==> config.mk <==
export PLATFORM = sky130hd
export DESIGN_NAME = tds_sync
export DESIGN_NICKNAME = d
export VERILOG_FILES = /design/src/verilog/tds_pkg.sv /design/src/verilog/tds_sync.sv
export SDC_FILE = /design/constraint.sdc
export NUM_CORES = 2
export LEC_CHECK = 0
export BUFFER_PORTS_ARGS = -buffer_cell sky130_fd_sc_hd__buf_2
export CAP_MARGIN = 20
export CORE_MARGIN = 2
export CORE_UTILIZATION = 55
export DETAILED_ROUTE_END_ITERATION = 12
export PLACE_DENSITY = 0.69
export SLEW_MARGIN = 20
export SYNTH_ARGS = -nofsm -noshare
export SYNTH_HDL_FRONTEND = slang
export SYNTH_SLANG_ARGS = --single-unit
==> constraint.sdc <==
create_clock -name ref_clk -period 4.9 [get_ports ref_clk]
set_clock_uncertainty 0.15 [all_clocks]
set_input_delay 0.49 -clock ref_clk [delete_from_list [all_inputs] [get_ports ref_clk]]
set_output_delay 0.49 -clock ref_clk [all_outputs]
set_load 0.03 [all_outputs]
==> src/verilog/tds_pkg.sv <==
package tds_pkg;
  // soft symbol: 6-bit sign-magnitude, bit 5 is the sign
  localparam int SOFT_W = 6;
  localparam int SOFT_SIGN_BIT = 5;
  localparam logic [5:0] SOFT_MAX_POS = 6'h1f; // +31
  localparam logic [5:0] SOFT_DEAD_NEG = 6'h20; // -0, same bin as 0
  localparam logic [5:0] SOFT_MAX_NEG = 6'h3f; // -31
  // one symbol is an i/q pair, four symbols form one group
  localparam int SYM_W = 2 * SOFT_W;
  localparam int N_SYM = 4;
  localparam int WORD_W = N_SYM * SYM_W;
  // counter and alignment widths
  localparam int CNT_W = 8;
  localparam int ALIGN_W = 2;
  localparam logic [7:0] CNT_ZERO = 8'h00;
  localparam logic [7:0] CNT_ONE = 8'h01;
  localparam logic [7:0] CNT_MAX = 8'hff;
  localparam logic [1:0] ALIGN_RST = 2'h0;
  localparam logic [1:0] ALIGN_ONE = 2'h1;
  // buffer depth between alignment and the trellis datapath
  localparam int FIFO_DEPTH = 32;
  // monitor modes: counting a period, or sitting out a settle period
  typedef enum logic {TDS_COUNT, TDS_SETTLE} tds_mode_t;
endpackage

==> src/verilog/tds_sync.sv <==
// buffer between the aligner and the trellis datapath
module tds_fifo #(
  parameter int WIDTH = 48,
  parameter int DEPTH = 32
) (
  input wire logic ref_clk,
  input wire logic sys_rst,
  input wire logic ce,
  input wire logic wr_valid,
  output logic wr_ready,
  input wire logic [WIDTH-1:0] wr_data,
  output logic rd_valid,
  input wire logic rd_ready,
  output logic [WIDTH-1:0] rd_data
);
  localparam int AW = $clog2(DEPTH);
  logic [WIDTH-1:0] mem [DEPTH]; // storage, not reset
  logic [AW:0] wp_r, wp_nxt; // write pointer with wrap bit
  logic [AW:0] rp_r, rp_nxt; // read pointer with wrap bit
  logic do_wr, do_rd;
  logic full, empty;

  // full when pointers differ only in the wrap bit
  assign full = (wp_r[AW] != rp_r[AW]) && (wp_r[AW-1:0] == rp_r[AW-1:0]);
  assign empty = (wp_r == rp_r);
  assign wr_ready = !full;
  assign rd_valid = !empty;
  assign rd_data = mem[rp_r[AW-1:0]];
  // transfers only happen on enabled edges
  assign do_wr = ce && wr_valid && !full;
  assign do_rd = ce && rd_ready && !empty;

  // pointer next values
  always_comb begin
    wp_nxt = wp_r;
    rp_nxt = rp_r;
    if (sys_rst) begin
      wp_nxt = '0;
      rp_nxt = '0;
    end else begin
      if (do_wr) wp_nxt = wp_r + 1'b1;
      if (do_rd) rp_nxt = rp_r + 1'b1;
    end
  end

  // pointer registers
  always_ff @(posedge ref_clk) begin
    wp_r <= wp_nxt;
    rp_r <= rp_nxt;
  end

  // memory write; a reset edge writes nothing
  always_ff @(posedge ref_clk) begin
    if (do_wr && !sys_rst) mem[wp_r[AW-1:0]] <= wr_data;
  end
endmodule

// symbol alignment and normalisation monitor
module tds_sync
  import tds_pkg::*;
#(
  parameter int DEPTH = FIFO_DEPTH
) (
  input wire logic ref_clk,
  input wire logic sys_rst,
  input wire logic ce,
  input wire logic in_valid,
  output logic in_ready,
  input wire logic [SOFT_W-1:0] soft_inphase_0,
  input wire logic [SOFT_W-1:0] soft_quadrature_0,
  input wire logic [SOFT_W-1:0] soft_inphase_1,
  input wire logic [SOFT_W-1:0] soft_quadrature_1,
  input wire logic [SOFT_W-1:0] soft_inphase_2,
  input wire logic [SOFT_W-1:0] soft_quadrature_2,
  input wire logic [SOFT_W-1:0] soft_inphase_3,
  input wire logic [SOFT_W-1:0] soft_quadrature_3,
  input wire logic norm_event,
  input wire logic [CNT_W-1:0] norm_threshold,
  input wire logic [CNT_W-1:0] metric_window_len,
  input wire logic auto_align_enable,
  output logic window_strobe,
  output logic resync_pulse,
  output logic [ALIGN_W-1:0] align_state,
  output logic out_valid,
  input wire logic out_ready,
  output logic [SOFT_W-1:0] out_inphase_0,
  output logic [SOFT_W-1:0] out_quadrature_0,
  output logic [SOFT_W-1:0] out_inphase_1,
  output logic [SOFT_W-1:0] out_quadrature_1,
  output logic [SOFT_W-1:0] out_inphase_2,
  output logic [SOFT_W-1:0] out_quadrature_2,
  output logic [SOFT_W-1:0] out_inphase_3,
  output logic [SOFT_W-1:0] out_quadrature_3
);
  logic [WORD_W-1:0] cur_word; // group now at the inputs
  logic [WORD_W-1:0] prev_r, prev_nxt; // last accepted group
  logic [2*WORD_W-1:0] seq; // prev then cur, oldest symbol lowest
  logic [WORD_W-1:0] al_word; // group pushed into the buffer
  logic [WORD_W-1:0] rd_word;
  logic push;
  tds_mode_t mode_r, mode_nxt; // monitor mode
  logic [CNT_W-1:0] per_r, per_nxt; // cycles elapsed in period
  logic [CNT_W-1:0] ncnt_r, ncnt_nxt; // normalisations this period
  logic [CNT_W-1:0] ncnt_inc;
  logic [ALIGN_W-1:0] al_r, al_nxt; // alignment state
  logic stb_r, stb_nxt; // window strobe register
  logic rsy_r, rsy_nxt; // resync pulse register
  logic per_end, hit;

  // symbols are carried raw; sign-magnitude codes pass untouched
  assign cur_word = {soft_inphase_3, soft_quadrature_3,
                     soft_inphase_2, soft_quadrature_2,
                     soft_inphase_1, soft_quadrature_1,
                     soft_inphase_0, soft_quadrature_0};
  assign seq = {cur_word, prev_r};

  // shift by al_r symbols: the lowest al_r outputs come from the
  // previous group, i.e. those symbols are delayed by one group
  always_comb begin
    al_word = cur_word; // unshifted when alignment is off
    if (auto_align_enable) begin
      al_word = seq[(N_SYM - int'(al_r)) * SYM_W +: WORD_W];
    end // else align state ignored
  end

  assign push = ce && in_valid && in_ready;

  // previous group register next value
  always_comb begin
    prev_nxt = prev_r;
    if (sys_rst) prev_nxt = '0;
    else if (push) prev_nxt = cur_word;
  end

  always_ff @(posedge ref_clk) begin
    prev_r <= prev_nxt;
  end

  // buffer stalls the source through in_ready when it fills
  tds_fifo #(.WIDTH(WORD_W), .DEPTH(DEPTH)) u_fifo (
    .ref_clk(ref_clk),
    .sys_rst(sys_rst),
    .ce(ce),
    .wr_valid(ce && in_valid),
    .wr_ready(in_ready),
    .wr_data(al_word),
    .rd_valid(out_valid),
    .rd_ready(out_ready),
    .rd_data(rd_word)
  );

  assign {out_inphase_3, out_quadrature_3,
          out_inphase_2, out_quadrature_2,
          out_inphase_1, out_quadrature_1,
          out_inphase_0, out_quadrature_0} = rd_word;

  // monitor: saturating count so a long period cannot wrap past 255
  assign ncnt_inc = (ncnt_r == CNT_MAX) ? ncnt_r : ncnt_r + CNT_ONE;
  // len 0 behaves as 256 cycles since len - 1 wraps to 255
  assign per_end = (per_r == metric_window_len - CNT_ONE);

  // monitor next values; runs regardless of auto_align_enable
  always_comb begin
    mode_nxt = mode_r;
    per_nxt = per_r;
    ncnt_nxt = ncnt_r;
    al_nxt = al_r;
    // pulses hold with ce low, like every other flip-flop
    stb_nxt = stb_r;
    rsy_nxt = rsy_r;
    hit = 1'b0;
    if (sys_rst) begin
      mode_nxt = TDS_COUNT;
      per_nxt = CNT_ZERO;
      ncnt_nxt = CNT_ZERO;
      al_nxt = ALIGN_RST;
      stb_nxt = 1'b0;
      rsy_nxt = 1'b0;
    end else if (ce) begin
      // a pulse lasts one enabled clock; downstream must qualify with ce
      stb_nxt = 1'b0;
      rsy_nxt = 1'b0;
      case (mode_r)
        TDS_COUNT: begin
          // events arrive at most every other enabled cycle
          if (norm_event) ncnt_nxt = ncnt_inc;
          hit = norm_event && (ncnt_inc > norm_threshold);
          per_nxt = per_r + CNT_ONE;
          if (hit) begin
            stb_nxt = 1'b1;
            rsy_nxt = 1'b1;
            al_nxt = al_r + ALIGN_ONE;
            mode_nxt = TDS_SETTLE;
            per_nxt = CNT_ZERO;
            ncnt_nxt = CNT_ZERO;
          end else if (per_end) begin
            stb_nxt = 1'b1;
            per_nxt = CNT_ZERO;
            ncnt_nxt = CNT_ZERO;
          end
        end
        TDS_SETTLE: begin
          // counter disabled while the decoder settles
          per_nxt = per_r + CNT_ONE;
          if (per_end) begin
            mode_nxt = TDS_COUNT;
            per_nxt = CNT_ZERO;
            ncnt_nxt = CNT_ZERO;
          end
        end
        default: mode_nxt = TDS_COUNT;
      endcase
    end
  end

  // monitor registers
  always_ff @(posedge ref_clk) begin
    mode_r <= mode_nxt;
    per_r <= per_nxt;
    ncnt_r <= ncnt_nxt;
    al_r <= al_nxt;
    stb_r <= stb_nxt;
    rsy_r <= rsy_nxt;
  end

  assign window_strobe = stb_r;
  assign resync_pulse = rsy_r;
  assign align_state = al_r;

  a_resync_strobe: assert property (
    @(posedge ref_clk) disable iff (sys_rst)
    resync_pulse |-> window_strobe) else $error("resync without strobe");
  a_pulse_once: assert property (
    @(posedge ref_clk) disable iff (sys_rst)
    resync_pulse && ce |=> !resync_pulse)
    else $error("resync longer than one");
  a_align_step: assert property (
    @(posedge ref_clk) disable iff (sys_rst)
    $rose(resync_pulse) |-> al_r == $past(al_r) + ALIGN_ONE)
    else $error("align state did not step");
  a_hold_disabled: assert property (
    @(posedge ref_clk) disable iff (sys_rst)
    !ce |=> $stable(al_r) && $stable(per_r) && $stable(ncnt_r)
    && $stable(window_strobe) && $stable(resync_pulse))
    else $error("state moved with enable low");
  a_reset_clear: assert property (
    @(posedge ref_clk)
    sys_rst |=> per_r == CNT_ZERO && al_r == ALIGN_RST && !window_strobe)
    else $error("reset did not clear");
  a_settle_quiet: assert property (
    @(posedge ref_clk) disable iff (sys_rst)
    resync_pulse |-> mode_r == TDS_SETTLE && ncnt_r == CNT_ZERO)
    else $error("no settle after resync");
  a_period_end: assert property (
    @(posedge ref_clk) disable iff (sys_rst)
    ce && mode_r == TDS_COUNT && per_end && !hit
    |=> window_strobe && !resync_pulse && per_r == CNT_ZERO)
    else $error("period end mishandled");
  a_bypass_data: assert property (
    @(posedge ref_clk) disable iff (sys_rst)
    push && !auto_align_enable |-> al_word == cur_word)
    else $error("inputs shifted while align off");
  a_hit_count: assert property (
    @(posedge ref_clk) disable iff (sys_rst)
    $rose(resync_pulse) |-> $past(ncnt_r) >= $past(norm_threshold))
    else $error("resync below threshold");
endmodule

==> results.sh <==
export IMPL_htreeDepth=4
export IMPL_antenna_found_initial=6
export IMPL_p_leak_nw=23.4
export IMPL_dp_slack_ns=0.772
export IMPL_grt_pass1_wl_um=250000
export IMPL_drc=0
export IMPL_final_common_cell="edfxtp_1"
export IMPL_numCtsBuffers=159
export IMPL_grt_max_degree=86
export IMPL_synth_area_mux_share_pct=22.0
export IMPL_die_y_um=352
export IMPL_min_period_ns=4.41
export IMPL_worstPathArrival_ns=3.77
export IMPL_vdd_ir_drop_worst_mv=0.377
export IMPL_hpwl_um=96900
export IMPL_fin_nets=3500
export IMPL_power_density_nw_per_um2=378
export IMPL_final_cell_mix="1536 x edfxtp_1, 580 x mux4_2, 159 x clkbuf_16"
export IMPL_grt_overflow_total=0
export IMPL_ys_types=62
export IMPL_finalWorstSetupSlack_ns=0.488
export IMPL_worst_slew_pin_slew_ns=1.17
export IMPL_finalCritPeriodShare_pct=90.0
export IMPL_synth_seq_cells=1622
export IMPL_drt_pre_antenna_iters=7
export IMPL_routed_wl_um=177000
export IMPL_synth_edff_count=1536
export IMPL_required_ns=4.26
export IMPL_ys_seq_area_share_pct=72.0
export IMPL_grt_pass1_vias=34500
export IMPL_synth_compound_area_share_pct=1.49
export IMPL_area_delta_synth_final_pct=14.0
export IMPL_setup_tns_ns=0
export IMPL_synth_nets=3214
export IMPL_drv_slew=0
export IMPL_hold_class="in2reg"
export IMPL_worstSetupPathType="reg2out"
export IMPL_wl_per_cell_um=34.3
export IMPL_syn_inst=3123
export IMPL_cts_sinks=1622
export IMPL_start_kind="register"
export IMPL_clkSlewWorstSetupHoldPaths_ns=0.06
export IMPL_rows=127
export IMPL_synthFlopType="edfxtp_1"
export IMPL_hold_violations=0
export IMPL_outcome="completed"
export IMPL_maxCapViolCount=0
export IMPL_relSlewSlack_pct=21.8
export IMPL_setup_viol=0
export IMPL_viasPerCell=6.75
export IMPL_critPathCaptureType="output port"
export IMPL_hold_buffers=49
export IMPL_vias=34800
export IMPL_io_pins=125
export IMPL_synth_fa_ha_area_share_pct=0.376
export IMPL_start_util_pct=55.4
export IMPL_post_cts_buffers=0
export IMPL_syn_area_per_cell_um2=21.3
export IMPL_io_buffers=124
export IMPL_ys_warn_count=0
export IMPL_r2r_slack_ns=0.75
export IMPL_path_max_fanout=29
export IMPL_die_area_um2=124000
export IMPL_syn_area_um2=66500
export IMPL_synth_xor_area_share_pct=0.382
export IMPL_core_um2=120000
export IMPL_drive_above_1_share_pct=34.5
export IMPL_place_gp_congestion=0.923
export IMPL_cts_resized_gates=0
export IMPL_postRouteAntennaNets=0
export IMPL_synth_top_family_by_area="multiplexers"
export IMPL_synthArstFlopShare_pct=0
export IMPL_hold_slack_ns=0.0850
export IMPL_fmax_mhz=227
export IMPL_yosys_area_share_simple_pct=2.16
export IMPL_groute_usage_overall_pct=29.2
export IMPL_cts_root_buf="clkbuf_16"
export IMPL_rsz0062_at_grt="false"
export IMPL_clockBufferDepth=3
export IMPL_drtIter0Drc=4233
export IMPL_cts_tree="done"
export IMPL_die_w_um=352
export IMPL_insertion_delay_ns=0.80
[path summary, 6_finish.rpt]
check / endpoint / depth (start not counted) / from
max: out_quadrature_1[0] / 5 / register
min: u_fifo.wp_r[2] / 6 / in_valid
max reg2reg: u_fifo.mem[12][25] / 7 / align_state[1]
min reg2reg: resync_pulse / 2 / resync_pulse
[cells by family (layout without fill, tap and decap cells)]
family / after synthesis / after routing
compound gates: 160 / 160
xor+xnor: 29 / 29
fa+ha+maj: 20 / 20
buf+inv: 241 / 656
flops: 1622 / 1622
mux: 729 / 729
other cells: 0 / 3
simple gates: 322 / 322
[state kept, by name, indices dropped and copies added, names as in the netlist, named ones only]
signal         cells
u_fifo.mem      1536
prev_r            48
ncnt_r             8
per_r              8
u_fifo.rp_r        6
u_fifo.wp_r        6
align_state        2
mode_r             1
resync_pulse       1
window_strobe      1
[metrics by stage]
| stage | instance area [um2] | power, W | instances | util [%] |
|---|---|---|---|---|
| after floorplan | 66500 | 0.0167 | 3123 | - |
| after global placement | 70200 | 0.0171 | 4810 | 58.5 |
| after detailed placement | 70200 | 0.0172 | 4811 | 58.5 |
| after CTS | 75700 | 0.0288 | 5150 | 63.1 |
| after global routing | 75800 | 0.0294 | 5151 | 63.2 |
| final | 75800 | 0.0286 | 5153 | 63.2 |
[cell usage after synthesis (all sizes together), types with 2 or more instances]
library cell,instances,area share [%]
dfxtp,86,2.6
o22ai,22,0.21
nor3b,2,0.023
or2b,2,0.026
buf,92,0.69
a41oi,6,0.079
nor2,148,0.84
nor2b,6,0.056
nand4,15,0.16
xor2,19,0.25
and2b,2,0.023
o211ai,3,0.034
or3b,2,0.026
nand2,90,0.51
nand3,25,0.19
nand3b,4,0.045
a31oi,3,0.028
or2,2,0.019
o32ai,7,0.092
mux2,77,1.3
a21oi,61,0.46
xnor2,10,0.13
o21ai,27,0.20
mux4,580,20
mux2i,72,1.1
and2,2,0.019
ha,20,0.38
and3,5,0.049
clkbuf,99,0.59
edfxtp,1536,69
a22o,7,0.092
a22oi,12,0.14
and3b,2,0.028
nor3,8,0.060
o21a,2,0.023
inv,48,0.27
[where the power goes]
group | total (W) | switching, W | leakage (nW) | internal, W
clock | 0.0117 | 0.00514 | 2.37 | 0.00658
sequential | 0.0154 | 0.0000518 | 14.5 | 0.0153
combinational | 0.00154 | 0.000897 | 6.49 | 0.000638
total | 0.0286 | 0.00609 | 23.4 | 0.0225
[metal layers]
layer / global-route usage (%) / vias to the layer above / share of wire, %
li1: - / 13700 / -
met1: 42.5 / 18700 / 39
met4: 9.42 / 4 / 3.1
met3: 6.37 / 305 / 10
met2: 44.7 / 2100 / 47
met5: 0 / - / 0.012
[critical path, stage by stage, from the launching register on]
cell	delay, ns
dfxtp_4	0.71
buf_4	0.61
mux4_2	0.58
mux4_2	0.49
mux2_2	0.36
buf_2	0.20
[layout make-up]
type	instances	area [um2]
fillers	7971	44200
diodes	3	7.51
clock inverters	92	832
repair buffers	317	2600
clock buffers	198	4130
inverters	49	184
multi-input cells	1260	18100
well taps	1612	2020
flip-flops and latches	1622	47900
(Power assumes the default switching activity.)
